`src/rtl/panel_defs.svh`:
```
`ifndef PANEL_DEFS_SVH
`define PANEL_DEFS_SVH

`define CLK_MHZ          250
`define DEB_US           5
`define DEB_CYCLES       (`DEB_US * `CLK_MHZ)
`define BAL_DELAY_MS     1000
`define BAL_DELAY_CYC    (`BAL_DELAY_MS * 1000 * `CLK_MHZ)
`define IMB_BEEP_S       5
`define IMB_BEEP_CYC     (`IMB_BEEP_S * 1000000 * `CLK_MHZ)
`define RETRY_MIN        10
`define RETRY_CYC        (64'h1 * `RETRY_MIN * 60 * 1000000 * `CLK_MHZ)
`define FLASH_CYC        (250 * 1000 * `CLK_MHZ)
`define HOLD_CYCLES      4'h8
`define FILL_DEFAULT     3'h1
`define FILL_MAX         3'h4
`define NO_SIZE_FAULT    6'h09
`define DIAG_FAULT_LVL   3'h3
`define DIAG_SWITCH_LVL  3'h4
`define DIAG_LVL_MAX     3'h5
`define BEEPS_OPTION     3'h2
`define BEEPS_DIAG       3'h2
`define BEEPS_SIZE       3'h4
`define LED_BIT_SPIN     7
`define LED_BIT_12MIN    1
`define LED_BIT_6MIN     3
`define LED_BIT_RINSE1   5
`define LED_BIT_RINSE2   6

`endif

```
`src/rtl/panel_pkg.sv`:
```
package panel_pkg;
	typedef struct packed {
		logic power;
		logic start_pause;
		logic temp_up;
		logic temp_down;
		logic level_up;
		logic level_down;
		logic spin_up;
		logic spin_down;
		logic cycle_up;
		logic cycle_down;
		logic heavy_duty;
		logic regular;
		logic advance;
	} keys_t;

	typedef struct packed {
		logic [7:0] progress;
		logic [4:0] cycle;
		logic       heavy;
		logic       cold;
		logic       hot;
		logic       low_water;
		logic       med_water;
		logic       spin_hold;
		logic       spin_slow;
		logic       spin_med;
		logic       regular;
	} leds_t;

	typedef enum logic [1:0] {SIZE_NONE, SIZE_SMALL, SIZE_MEDIUM, SIZE_LARGE} size_t;
endpackage

```
`src/rtl/service_panel.sv`:
```
`timescale 1ns/10ps
`include "panel_defs.svh"

// Notes on behaviour
// [RL1] start/pause plus power enters option mode
// [RL2] cycle buttons pick five fill offsets
// [RL3] persistent imbalance stops, beeps every 5s
// [RL4] recovery enabled: refill and agitate, respin
// [RL5] recovery off by default, heavy-duty toggles
// [RL6] temp-down plus power enters diagnostics
// [RL7] level 3 shows last fault binary
// [RL8] spin LED excluded from fault display
// [RL9] fault shown for eight cycles after
// [RL10] level 4 mirrors lid on 12-minute LED
// [RL11] level 4 shows size on rinse/spin
// [RL12] balance lever lights 6-minute after 1s
// [RL13] regular button toggles pump, LED follows
// [RL14] temp keys drive cold and hot valves
// [RL15] auto-retry retries up to 10 minutes
// [RL16] auto-retry off reports faults at once
// [RL17] level-down toggles auto-retry, default on
// [RL18] retry off flashes five left LEDs
// [RL19] power off restores defaults, leaves diag
// [RL20] level-up toggles continuous repeat
// [RL21] repeat on flashes three right LEDs
// [RL22] temp-up plus power enters size mode
// [RL23] missing stored size raises fault nine
// [RL24] each press debounced, acted once
module service_panel
	import panel_pkg::*;
#(
	parameter int DEB_CYC   = `DEB_CYCLES,
	parameter int BAL_CYC   = `BAL_DELAY_CYC,
	parameter int BEEP_CYC  = `IMB_BEEP_CYC,
	// ten minutes of cycles does not fit in 32 bits
	parameter longint RETRY_CYC = `RETRY_CYC,
	parameter int FLASH_CYC = `FLASH_CYC
) (
	// clock and reset
	input  wire logic           clk,
	input  wire logic           reset_n,
	// keypad, raw levels
	input  wire panel_pkg::keys_t keys,
	// machine status
	input  wire logic           console_on,
	input  wire logic           lid_closed,
	input  wire logic           balance_lever,
	input  wire logic           imbalance,
	input  wire logic           fault_event,
	input  wire logic [5:0]     fault_code_in,
	input  wire logic           cycle_done,
	input  wire logic           download_bit,
	input  wire panel_pkg::size_t stored_size,
	// indicators and beeper
	output panel_pkg::leds_t    leds,
	output logic [2:0]          beep_count,
	output logic                beep_pulse,
	// actuators and settings
	output logic                pump_on,
	output logic                cold_valve,
	output logic                hot_valve,
	output logic                spin_stop,
	output logic                recover_fill,
	output logic                fault_report,
	output logic                repeat_cycle,
	output logic [2:0]          fill_offset,
	output panel_pkg::size_t    size_setting,
	output logic [5:0]          fault_shown
);
	import panel_pkg::*;

	typedef enum {M_OFF, M_NORMAL, M_OPTION, M_DIAG, M_SIZE} mode_t;

	localparam int NK = $bits(keys_t);

	// debounce, one stable level per key
	logic [NK-1:0] stable_reg, stable_next;
	logic [NK-1:0] press;
	logic [$clog2(DEB_CYC+1)-1:0] deb_reg [NK];
	logic [$clog2(DEB_CYC+1)-1:0] deb_next [NK];

	genvar g;
	generate
		for (g = 0; g < NK; g++) begin : g_deb
			always_comb begin
				deb_next[g] = deb_reg[g];
				stable_next[g] = stable_reg[g];
				if (keys[g] == stable_reg[g]) begin
					deb_next[g] = '0;
				end else if (deb_reg[g] == ($clog2(DEB_CYC+1))'(DEB_CYC - 1)) begin
					deb_next[g] = '0;
					stable_next[g] = keys[g]; // [RL24]
				end else begin
					deb_next[g] = deb_reg[g] + 1'b1;
				end
			end
			always_ff @(posedge clk) begin
				if (!reset_n) begin
					deb_reg[g] <= '0;
					stable_reg[g] <= 1'b0;
				end else begin
					deb_reg[g] <= deb_next[g];
					stable_reg[g] <= stable_next[g];
				end
			end
			// only the rising stable edge counts
			assign press[g] = stable_next[g] & ~stable_reg[g]; // [RL24]
		end
	endgenerate

	keys_t kp, kh;
	assign kp = keys_t'(press);
	assign kh = keys_t'(stable_reg);

	// mode and settings
	mode_t      mode_reg, mode_next;
	logic [2:0] lvl_reg, lvl_next;
	logic [2:0] fill_reg, fill_next;
	logic       recov_reg, recov_next;
	logic       retry_reg, retry_next;
	logic       rep_reg, rep_next;
	logic       pump_reg, pump_next;
	logic       cold_reg, cold_next;
	logic       hot_reg, hot_next;
	size_t      size_reg, size_next;
	logic [2:0] beeps_reg, beeps_next;
	logic       bp_reg, bp_next;

	always_comb begin
		mode_next = mode_reg;
		lvl_next = lvl_reg;
		fill_next = fill_reg;
		recov_next = recov_reg;
		retry_next = retry_reg;
		rep_next = rep_reg;
		pump_next = pump_reg;
		cold_next = cold_reg;
		hot_next = hot_reg;
		size_next = size_reg;
		beeps_next = beeps_reg;
		bp_next = 1'b0;
		unique case (mode_reg)
			M_OFF: begin
				if (kp.power) begin
					bp_next = 1'b1;
					if (kh.start_pause) begin
						mode_next = M_OPTION; // [RL1]
						beeps_next = `BEEPS_OPTION;
					end else if (kh.temp_down && !console_on) begin
						mode_next = M_DIAG; // [RL6]
						lvl_next = '0;
						beeps_next = `BEEPS_DIAG;
					end else if (kh.temp_up && !console_on) begin
						mode_next = M_SIZE; // [RL22]
						beeps_next = `BEEPS_SIZE;
					end else begin
						mode_next = M_NORMAL;
						bp_next = 1'b0;
					end
				end
			end
			M_NORMAL: begin
				if (kp.power) begin
					mode_next = M_OFF;
					retry_next = 1'b1; // [RL19]
					rep_next = 1'b0;
				end
			end
			M_OPTION: begin
				if (kp.power) begin
					mode_next = M_NORMAL; // [RL1]
				end else begin
					if (kp.cycle_up && fill_reg != `FILL_MAX) begin
						fill_next = fill_reg + 3'h1; // [RL2]
					end
					if (kp.cycle_down && fill_reg != 3'h0) begin
						fill_next = fill_reg - 3'h1; // [RL2]
					end
					if (kp.heavy_duty) begin
						recov_next = ~recov_reg; // [RL5]
					end
				end
			end
			M_DIAG: begin
				if (kp.power) begin
					mode_next = M_OFF; // [RL19]
					retry_next = 1'b1;
					rep_next = 1'b0;
					pump_next = 1'b0;
					cold_next = 1'b0;
					hot_next = 1'b0;
				end else begin
					if (kp.spin_up && lvl_reg != `DIAG_LVL_MAX) begin
						lvl_next = lvl_reg + 3'h1; // [RL7]
					end
					if (kp.spin_down && lvl_reg != 3'h0) begin
						lvl_next = lvl_reg - 3'h1;
					end
					if (kp.regular) begin
						pump_next = ~pump_reg; // [RL13]
					end
					if (kp.temp_down) begin
						cold_next = ~cold_reg; // [RL14]
					end
					if (kp.temp_up) begin
						hot_next = ~hot_reg; // [RL14]
					end
					if (kp.level_down) begin
						retry_next = ~retry_reg; // [RL17]
					end
					if (kp.level_up) begin
						rep_next = ~rep_reg; // [RL20]
					end
				end
			end
			M_SIZE: begin
				if (kp.power) begin
					mode_next = M_OFF;
				end else if (kp.temp_up) begin
					size_next = SIZE_SMALL; // [RL22]
				end else if (kp.level_up) begin
					size_next = SIZE_MEDIUM;
				end else if (kp.spin_up) begin
					size_next = SIZE_LARGE;
				end
			end
		endcase
	end

	always_ff @(posedge clk) begin
		if (!reset_n) begin
			mode_reg <= M_OFF;
			lvl_reg <= '0;
			fill_reg <= `FILL_DEFAULT;
			recov_reg <= 1'b0; // [RL5]
			retry_reg <= 1'b1; // [RL17]
			rep_reg <= 1'b0;
			pump_reg <= 1'b0;
			cold_reg <= 1'b0;
			hot_reg <= 1'b0;
			size_reg <= SIZE_NONE;
			beeps_reg <= '0;
			bp_reg <= 1'b0;
		end else begin
			mode_reg <= mode_next;
			lvl_reg <= lvl_next;
			fill_reg <= fill_next;
			recov_reg <= recov_next;
			retry_reg <= retry_next;
			rep_reg <= rep_next;
			pump_reg <= pump_next;
			cold_reg <= cold_next;
			hot_reg <= hot_next;
			size_reg <= size_next;
			beeps_reg <= beeps_next;
			bp_reg <= bp_next;
		end
	end

	// fault memory, balance delay, imbalance and retry timers
	logic [5:0] fcode_reg, fcode_next;
	logic [3:0] fage_reg, fage_next;
	logic [$clog2(BAL_CYC+1)-1:0]   bal_reg, bal_next;
	logic [$clog2(BEEP_CYC+1)-1:0]  ib_reg, ib_next;
	logic [$clog2(RETRY_CYC+1)-1:0] rt_reg, rt_next;
	logic [$clog2(FLASH_CYC+1)-1:0] fl_reg, fl_next;
	logic       blink_reg, blink_next;
	logic       imb_try_reg, imb_try_next;
	logic       stop_reg, stop_next;
	logic       recf_reg, recf_next;
	logic       rpt_reg, rpt_next;
	logic       ibeep;
	logic       size_missing;

	// unset stored size after part replacement counts as a fault
	assign size_missing = (stored_size == SIZE_NONE) && (size_reg == SIZE_NONE); // [RL23]

	always_comb begin
		fcode_next = fcode_reg;
		fage_next = fage_reg;
		if (cycle_done && fage_reg != `HOLD_CYCLES) begin
			fage_next = fage_reg + 4'h1; // [RL9]
		end
		if (fault_event) begin
			fcode_next = fault_code_in;
			fage_next = '0;
		end else if (size_missing && mode_reg == M_NORMAL) begin
			fcode_next = `NO_SIZE_FAULT; // [RL23]
			fage_next = '0;
		end
		bal_next = '0;
		if (balance_lever) begin
			bal_next = (bal_reg == ($clog2(BAL_CYC+1))'(BAL_CYC)) ? bal_reg : bal_reg + 1'b1;
		end
		fl_next = fl_reg + 1'b1;
		blink_next = blink_reg;
		if (fl_reg == ($clog2(FLASH_CYC+1))'(FLASH_CYC - 1)) begin
			fl_next = '0;
			blink_next = ~blink_reg;
		end
		// first imbalance retries the spin, a second one stops or recovers
		imb_try_next = imb_try_reg;
		stop_next = stop_reg;
		recf_next = 1'b0;
		ib_next = '0;
		ibeep = 1'b0;
		if (imbalance && !imb_try_reg) begin
			imb_try_next = 1'b1; // [RL3]
		end else if (imbalance && recov_reg) begin
			recf_next = 1'b1; // [RL4]
		end else if (imbalance) begin
			stop_next = 1'b1; // [RL3]
		end
		if (stop_reg) begin
			ib_next = ib_reg + 1'b1;
			if (ib_reg == ($clog2(BEEP_CYC+1))'(BEEP_CYC - 1)) begin
				ib_next = '0;
				ibeep = 1'b1; // [RL3]
			end
		end
		if (mode_reg != M_NORMAL) begin
			imb_try_next = 1'b0;
			stop_next = 1'b0;
		end
		// retry window when auto-retry is on, immediate otherwise
		rt_next = '0;
		rpt_next = 1'b0;
		if (fault_event || rt_reg != '0) begin
			if (!retry_reg) begin
				rpt_next = 1'b1; // [RL16]
			end else if (rt_reg == ($clog2(RETRY_CYC+1))'(RETRY_CYC)) begin
				rpt_next = 1'b1; // [RL15]
				rt_next = rt_reg;
			end else begin
				rt_next = rt_reg + 1'b1; // [RL15]
			end
		end
		if (mode_reg == M_OFF) begin
			rt_next = '0;
			rpt_next = 1'b0;
		end
	end

	always_ff @(posedge clk) begin
		if (!reset_n) begin
			fcode_reg <= '0;
			fage_reg <= `HOLD_CYCLES;
			bal_reg <= '0;
			ib_reg <= '0;
			rt_reg <= '0;
			fl_reg <= '0;
			blink_reg <= 1'b0;
			imb_try_reg <= 1'b0;
			stop_reg <= 1'b0;
			recf_reg <= 1'b0;
			rpt_reg <= 1'b0;
		end else begin
			fcode_reg <= fcode_next;
			fage_reg <= fage_next;
			bal_reg <= bal_next;
			ib_reg <= ib_next;
			rt_reg <= rt_next;
			fl_reg <= fl_next;
			blink_reg <= blink_next;
			imb_try_reg <= imb_try_next;
			stop_reg <= stop_next;
			recf_reg <= recf_next;
			rpt_reg <= rpt_next;
		end
	end

	// indicator composition, registered
	leds_t      led_next;
	logic [5:0] shown;

	assign shown = (fage_reg != `HOLD_CYCLES) ? fcode_reg : 6'h00; // [RL9]

	always_comb begin
		led_next = '0;
		unique case (mode_reg)
			M_OFF: begin
				led_next.progress[4:0] = {5{~retry_reg & blink_reg}}; // [RL18]
				led_next.progress[7:5] = rep_reg ? {3{blink_reg}} : 3'h7; // [RL21]
			end
			M_NORMAL: begin
				if (stop_reg) begin
					led_next.progress[`LED_BIT_RINSE2] = blink_reg; // [RL3]
				end
				led_next.progress[`LED_BIT_SPIN] = rpt_reg & blink_reg;
			end
			M_OPTION: begin
				led_next.cycle[fill_reg] = 1'b1; // [RL2]
				led_next.heavy = recov_reg; // [RL5]
			end
			M_DIAG: begin
				led_next.spin_hold = lvl_reg[0];
				led_next.spin_slow = lvl_reg[1];
				led_next.spin_med = lvl_reg[2];
				if (lvl_reg == `DIAG_FAULT_LVL) begin
					led_next.progress[5:0] = shown; // [RL7]
					led_next.progress[`LED_BIT_SPIN] = download_bit; // [RL8]
				end else if (lvl_reg == `DIAG_SWITCH_LVL) begin
					led_next.progress[`LED_BIT_12MIN] = lid_closed; // [RL10]
					led_next.progress[`LED_BIT_6MIN] =
						(bal_reg == ($clog2(BAL_CYC+1))'(BAL_CYC)); // [RL12]
					led_next.progress[`LED_BIT_RINSE1] = (size_setting == SIZE_SMALL); // [RL11]
					led_next.progress[`LED_BIT_RINSE2] = (size_setting == SIZE_MEDIUM);
					led_next.progress[`LED_BIT_SPIN] = (size_setting == SIZE_LARGE);
				end
				led_next.regular = pump_reg; // [RL13]
				led_next.cold = cold_reg; // [RL14]
				led_next.hot = hot_reg;
				led_next.low_water = retry_reg; // [RL17]
				led_next.med_water = rep_reg; // [RL20]
			end
			M_SIZE: begin
				led_next.cold = (size_reg == SIZE_SMALL); // [RL22]
				led_next.low_water = (size_reg == SIZE_MEDIUM);
				led_next.spin_hold = (size_reg == SIZE_LARGE);
			end
		endcase
	end

	always_ff @(posedge clk) begin
		if (!reset_n) begin
			leds <= '0;
			beep_count <= '0;
			beep_pulse <= 1'b0;
			pump_on <= 1'b0;
			cold_valve <= 1'b0;
			hot_valve <= 1'b0;
			spin_stop <= 1'b0;
			recover_fill <= 1'b0;
			fault_report <= 1'b0;
			repeat_cycle <= 1'b0;
			fill_offset <= `FILL_DEFAULT;
			size_setting <= SIZE_NONE;
			fault_shown <= '0;
		end else begin
			leds <= led_next;
			beep_count <= (bp_reg | ibeep) ? (ibeep ? `BEEPS_OPTION : beeps_reg) : beep_count;
			beep_pulse <= bp_reg | ibeep | rpt_reg; // continuous while reported
			pump_on <= pump_reg;
			cold_valve <= cold_reg;
			hot_valve <= hot_reg;
			spin_stop <= stop_reg;
			recover_fill <= recf_reg; // [RL4]
			fault_report <= rpt_reg;
			repeat_cycle <= rep_reg; // [RL20]
			fill_offset <= fill_reg;
			size_setting <= (size_reg != SIZE_NONE) ? size_reg : stored_size;
			fault_shown <= shown;
		end
	end
endmodule

```
`config.mk`:
```
export PLATFORM = sky130hd
export DESIGN_NAME = service_panel
export DESIGN_NICKNAME = d
export VERILOG_FILES = /design/src/rtl/panel_pkg.sv /design/src/rtl/service_panel.sv
export VERILOG_INCLUDE_DIRS = /design/src /design/src/rtl
export SDC_FILE = /design/constraint.sdc
export NUM_CORES = 1
export LEC_CHECK = 0
export BUFFER_PORTS_ARGS = -buffer_cell sky130_fd_sc_hd__buf_2
export CAP_MARGIN = 20
export CORE_MARGIN = 8
export CORE_UTILIZATION = 27
export CTS_BUF_LIST = sky130_fd_sc_hd__clkbuf_4
export DETAILED_ROUTE_END_ITERATION = 8
export GPL_TIMING_DRIVEN = 0
export SLEW_MARGIN = 20
export SYNTH_ARGS = -nofsm -noshare
export SYNTH_HDL_FRONTEND = slang
export SYNTH_SLANG_ARGS = --single-unit
```
`constraint.sdc`:
```
create_clock -name clk -period 2.9 [get_ports clk]
set_input_delay 0.58 -clock clk [delete_from_list [all_inputs] [get_ports clk]]
set_output_delay 0.58 -clock clk [all_outputs]
set_load 0.02 [all_outputs]
```
==> reports/qor.yml <==
run_status:
  outcome: "completed"
cells_and_area:
  final-instance-count-excl-fill: 2597
  fill_cells: 5580
  drive_gt1_share_pct: 12.4
  multi_input_area_um2: 7490
  fin_nets: 1896
  largest_register_ffs: 132
  final_util_pct: 31.8
  area_growth_pct: 16.2
  regArea_um2: 6910
timing:
  rsz0062_at_grt: "false"
  hold_violations: 0
  setup_violations: 0
  fin_hold_ws_ps: 118
  fmaxAchievable_mhz: 372
  relSlewSlack_pct: 28.9
  worst_slew_pin_slew_ps: 1060
  final.setup.tns_ps: 0
  final_max_slew_viol_count: 0
  post-route-min-period_ps: 2690
  fin_worst_skew_ps: 37.6
  min_period_over_period_pct: 92.6
critical_path:
  start_kind: "flip-flop"
  cp-end-kind: "flip-flop"
  path_cells: "and4_1 -> clkbuf_1 -> nand4_1 -> nor4_1 -> nand3_1 -> xor2_1 -> nor2_1"
  critPathRequiredTime_ps: 3520
  cpPeakStageDelay_ps: 960
  crit_slowest_cell: "nor4_1"
  crit_arrival_ps: 3300
  path_class: "flip-flop to flip-flop"
  crit_fanout: 7
clock_network:
  cts_tree: "done"
  cts_buffer_depth: 3
  cts_buffers: 93
  clock_latency_ps: 760
  clkSlewWorstSetupHoldPaths_ps: 60
  cts.sinks: 345
  root_buffer: "clkbuf_4"
  cts.htree.levels: 3
power:
  powerDensity_nw_per_um2: 535
  ir_drop_uv: 206
  p_leak_uw: 0.00626
drt:
  drc: 0
  antenna_left: 0
  vias: 11900
  vias_per_cell: 4.59
  routedWlPerCell_um: 13.6
  drt_iter0_markers: 558
  first_pass_iters: 5
  routed_wl_mm: 35.3
yosys:
  yosys_register_bits: 345
  synth-seq-area-share_pct: 46.8
  synth.area.top_cells: "dfxtp_1, xor2_1, nor2_1, xnor2_1, nand3_1"
  async_flop_share_pct: 0
  syn_inst: 1663
  synthFlopType: "dfxtp_1"
  synth.avg_cell_area_um2: 8.87
  synth_enable_flop_cells: 0
  syn-cell-area_um2: 14800
  yosys.area.top_type: "dfxtp_1"
  synth.top_cell.area_share_pct: 46.8
  synth_fp_nets: 1727
  yosys_warnings: 0
  synth.distinct_cells: 63
floorplan:
  fp.coreArea_um2: 53900
  fp.dieArea_um2: 62400
  die_w_um: 250
  start_util_pct: 27.4
  rows: 85
  ios: 74
  fp.dieH_um: 250
global_routing:
  grt_max_degree: 13
  track_usage_pct: 11.1
  grt-ovfl-total: 0
  antenna_found_initial: 11
  grt_pass1_vias: 11700
  grt_first_pass_wirelength_mm: 57.4
placement:
  dpl.hpwl_mm: 25.5
  io_buffers: 71
  place_inst: 2430
  place.gp.congestion: 0.833
worst_hold_path:
  min_path_type: "input port to flip-flop"
flow_run:
  drv_cap: 0
[kinds of logic (layout without fill, tap and decap cells)]
group	count (synthesis)	after routing	share of synthesized area [%]
mux	16	16	1.09
compound gates	79	79	3.71
fa+ha+maj	34	34	2.99
flops	345	345	46.8
buf+inv	95	328	2.45
other cells	1	6	0.0254
xor+xnor	242	242	14.4
simple gates	851	851	28.5
[metrics by stage]
| step | power, µW | worst slack, ps | area (µm²) |
|---|---|---|---|
| floorplan | 5030 | 457 | 14800 |
| global placement | 5120 | -261 | 16000 |
| detailed placement | 5130 | -310 | 16000 |
| CTS | 9360 | 91.6 | 17100 |
| global route | 9640 | 15.9 | 17100 |
| finish | 9160 | 215 | 17100 |
[cells in the mapped netlist, types with 5 or more instances]
master	count
nand3_1	116
clkbuf_1	47
inv_1	44
nor2b_1	26
xor2_1	148
nor4_1	21
nand3b_1	7
nand4_1	52
or4_1	7
a31oi_1	5
nor4b_1	12
dfxtp_1	345
a21oi_1	20
nor4bb_1	6
and4_1	9
a21boi_0	8
xnor2_1	94
and3_1	58
nand2b_1	6
nand2_1	123
nor3_1	33
mux2i_1	15
or3_1	9
o21ai_0	14
ha_1	32
and2_1	32
nor2_1	314
[power breakdown]
| part | switching [µW] | total (µW) | internal, µW |
|---|---|---|---|
| clock network | 1980 | 4140 | 2160 |
| registers | 32.0 | 4800 | 4770 |
| logic | 145 | 218 | 73.6 |
| total | 2160 | 9160 | 7000 |
[final timing paths]
kind / startpoint / end / slack (ps) / cells after the start
worst max register to register: rt_reg[2] / rt_reg[33] / 210 / 7
worst max-delay path: rt_reg[2] / rt_reg[33] / 210 / 7
worst min register to register: ib_reg[0] / ib_reg[0] / 440 / 1
worst min-delay path: fault_code_in[4] / fcode_reg[4] / 120 / 3
[critical path, delay by kind of cell, from the launching register on]
kind	cells	cell delay (ps)
DFF	1	440
buffers and inverters	1	230
and+or+nand+nor	5	1720
xor gates and xnor gates	1	190
[layout by cell type, fill, tap and decap left out, drive strengths merged, types with 48 or more instances in the layout]
cell    synthesis  layout
nand4          52      52
and3           58      58
nand3         116     116
nor2          314     314
xnor2          94      94
clkbuf         47     180
buf             4      75
inv            44      48
xor2          148     148
dfxtp         345     345
nand2         123     123
[layer usage]
| metal | up-vias | part of all wire [%] | track usage [%] |
|---|---|---|---|
| li1 | 5992 | - | - |
| met1 | 5555 | 45 | 13.4 |
| met2 | 275 | 44 | 17.3 |
| met3 | 92 | 7.6 | 3.86 |
| met4 | 8 | 3.3 | 5.75 |
| met5 | - | 0.14 | 0 |
[repair_timing]
action | CTS | global route
resized for setup | 0 | 3
hold buffers | 1 | 0
buffers inserted | 0 | 2
hold endpoints to repair | 1 | 0
endpoints found under the setup margin | 0 | 22
[cell type report]
type / count / area share (%)
clock inverter: 28 / 0.796
antenna: 5 / 0.0730
inverter: 44 / 0.963
clock buffer: 131 / 5.74
timing repair buffer: 74 / 2.22
multi-input combinational: 1223 / 43.7
buffer: 51 / 1.16
sequential: 345 / 40.3
tap: 696 / 5.08
(Power assumes the default switching activity.)
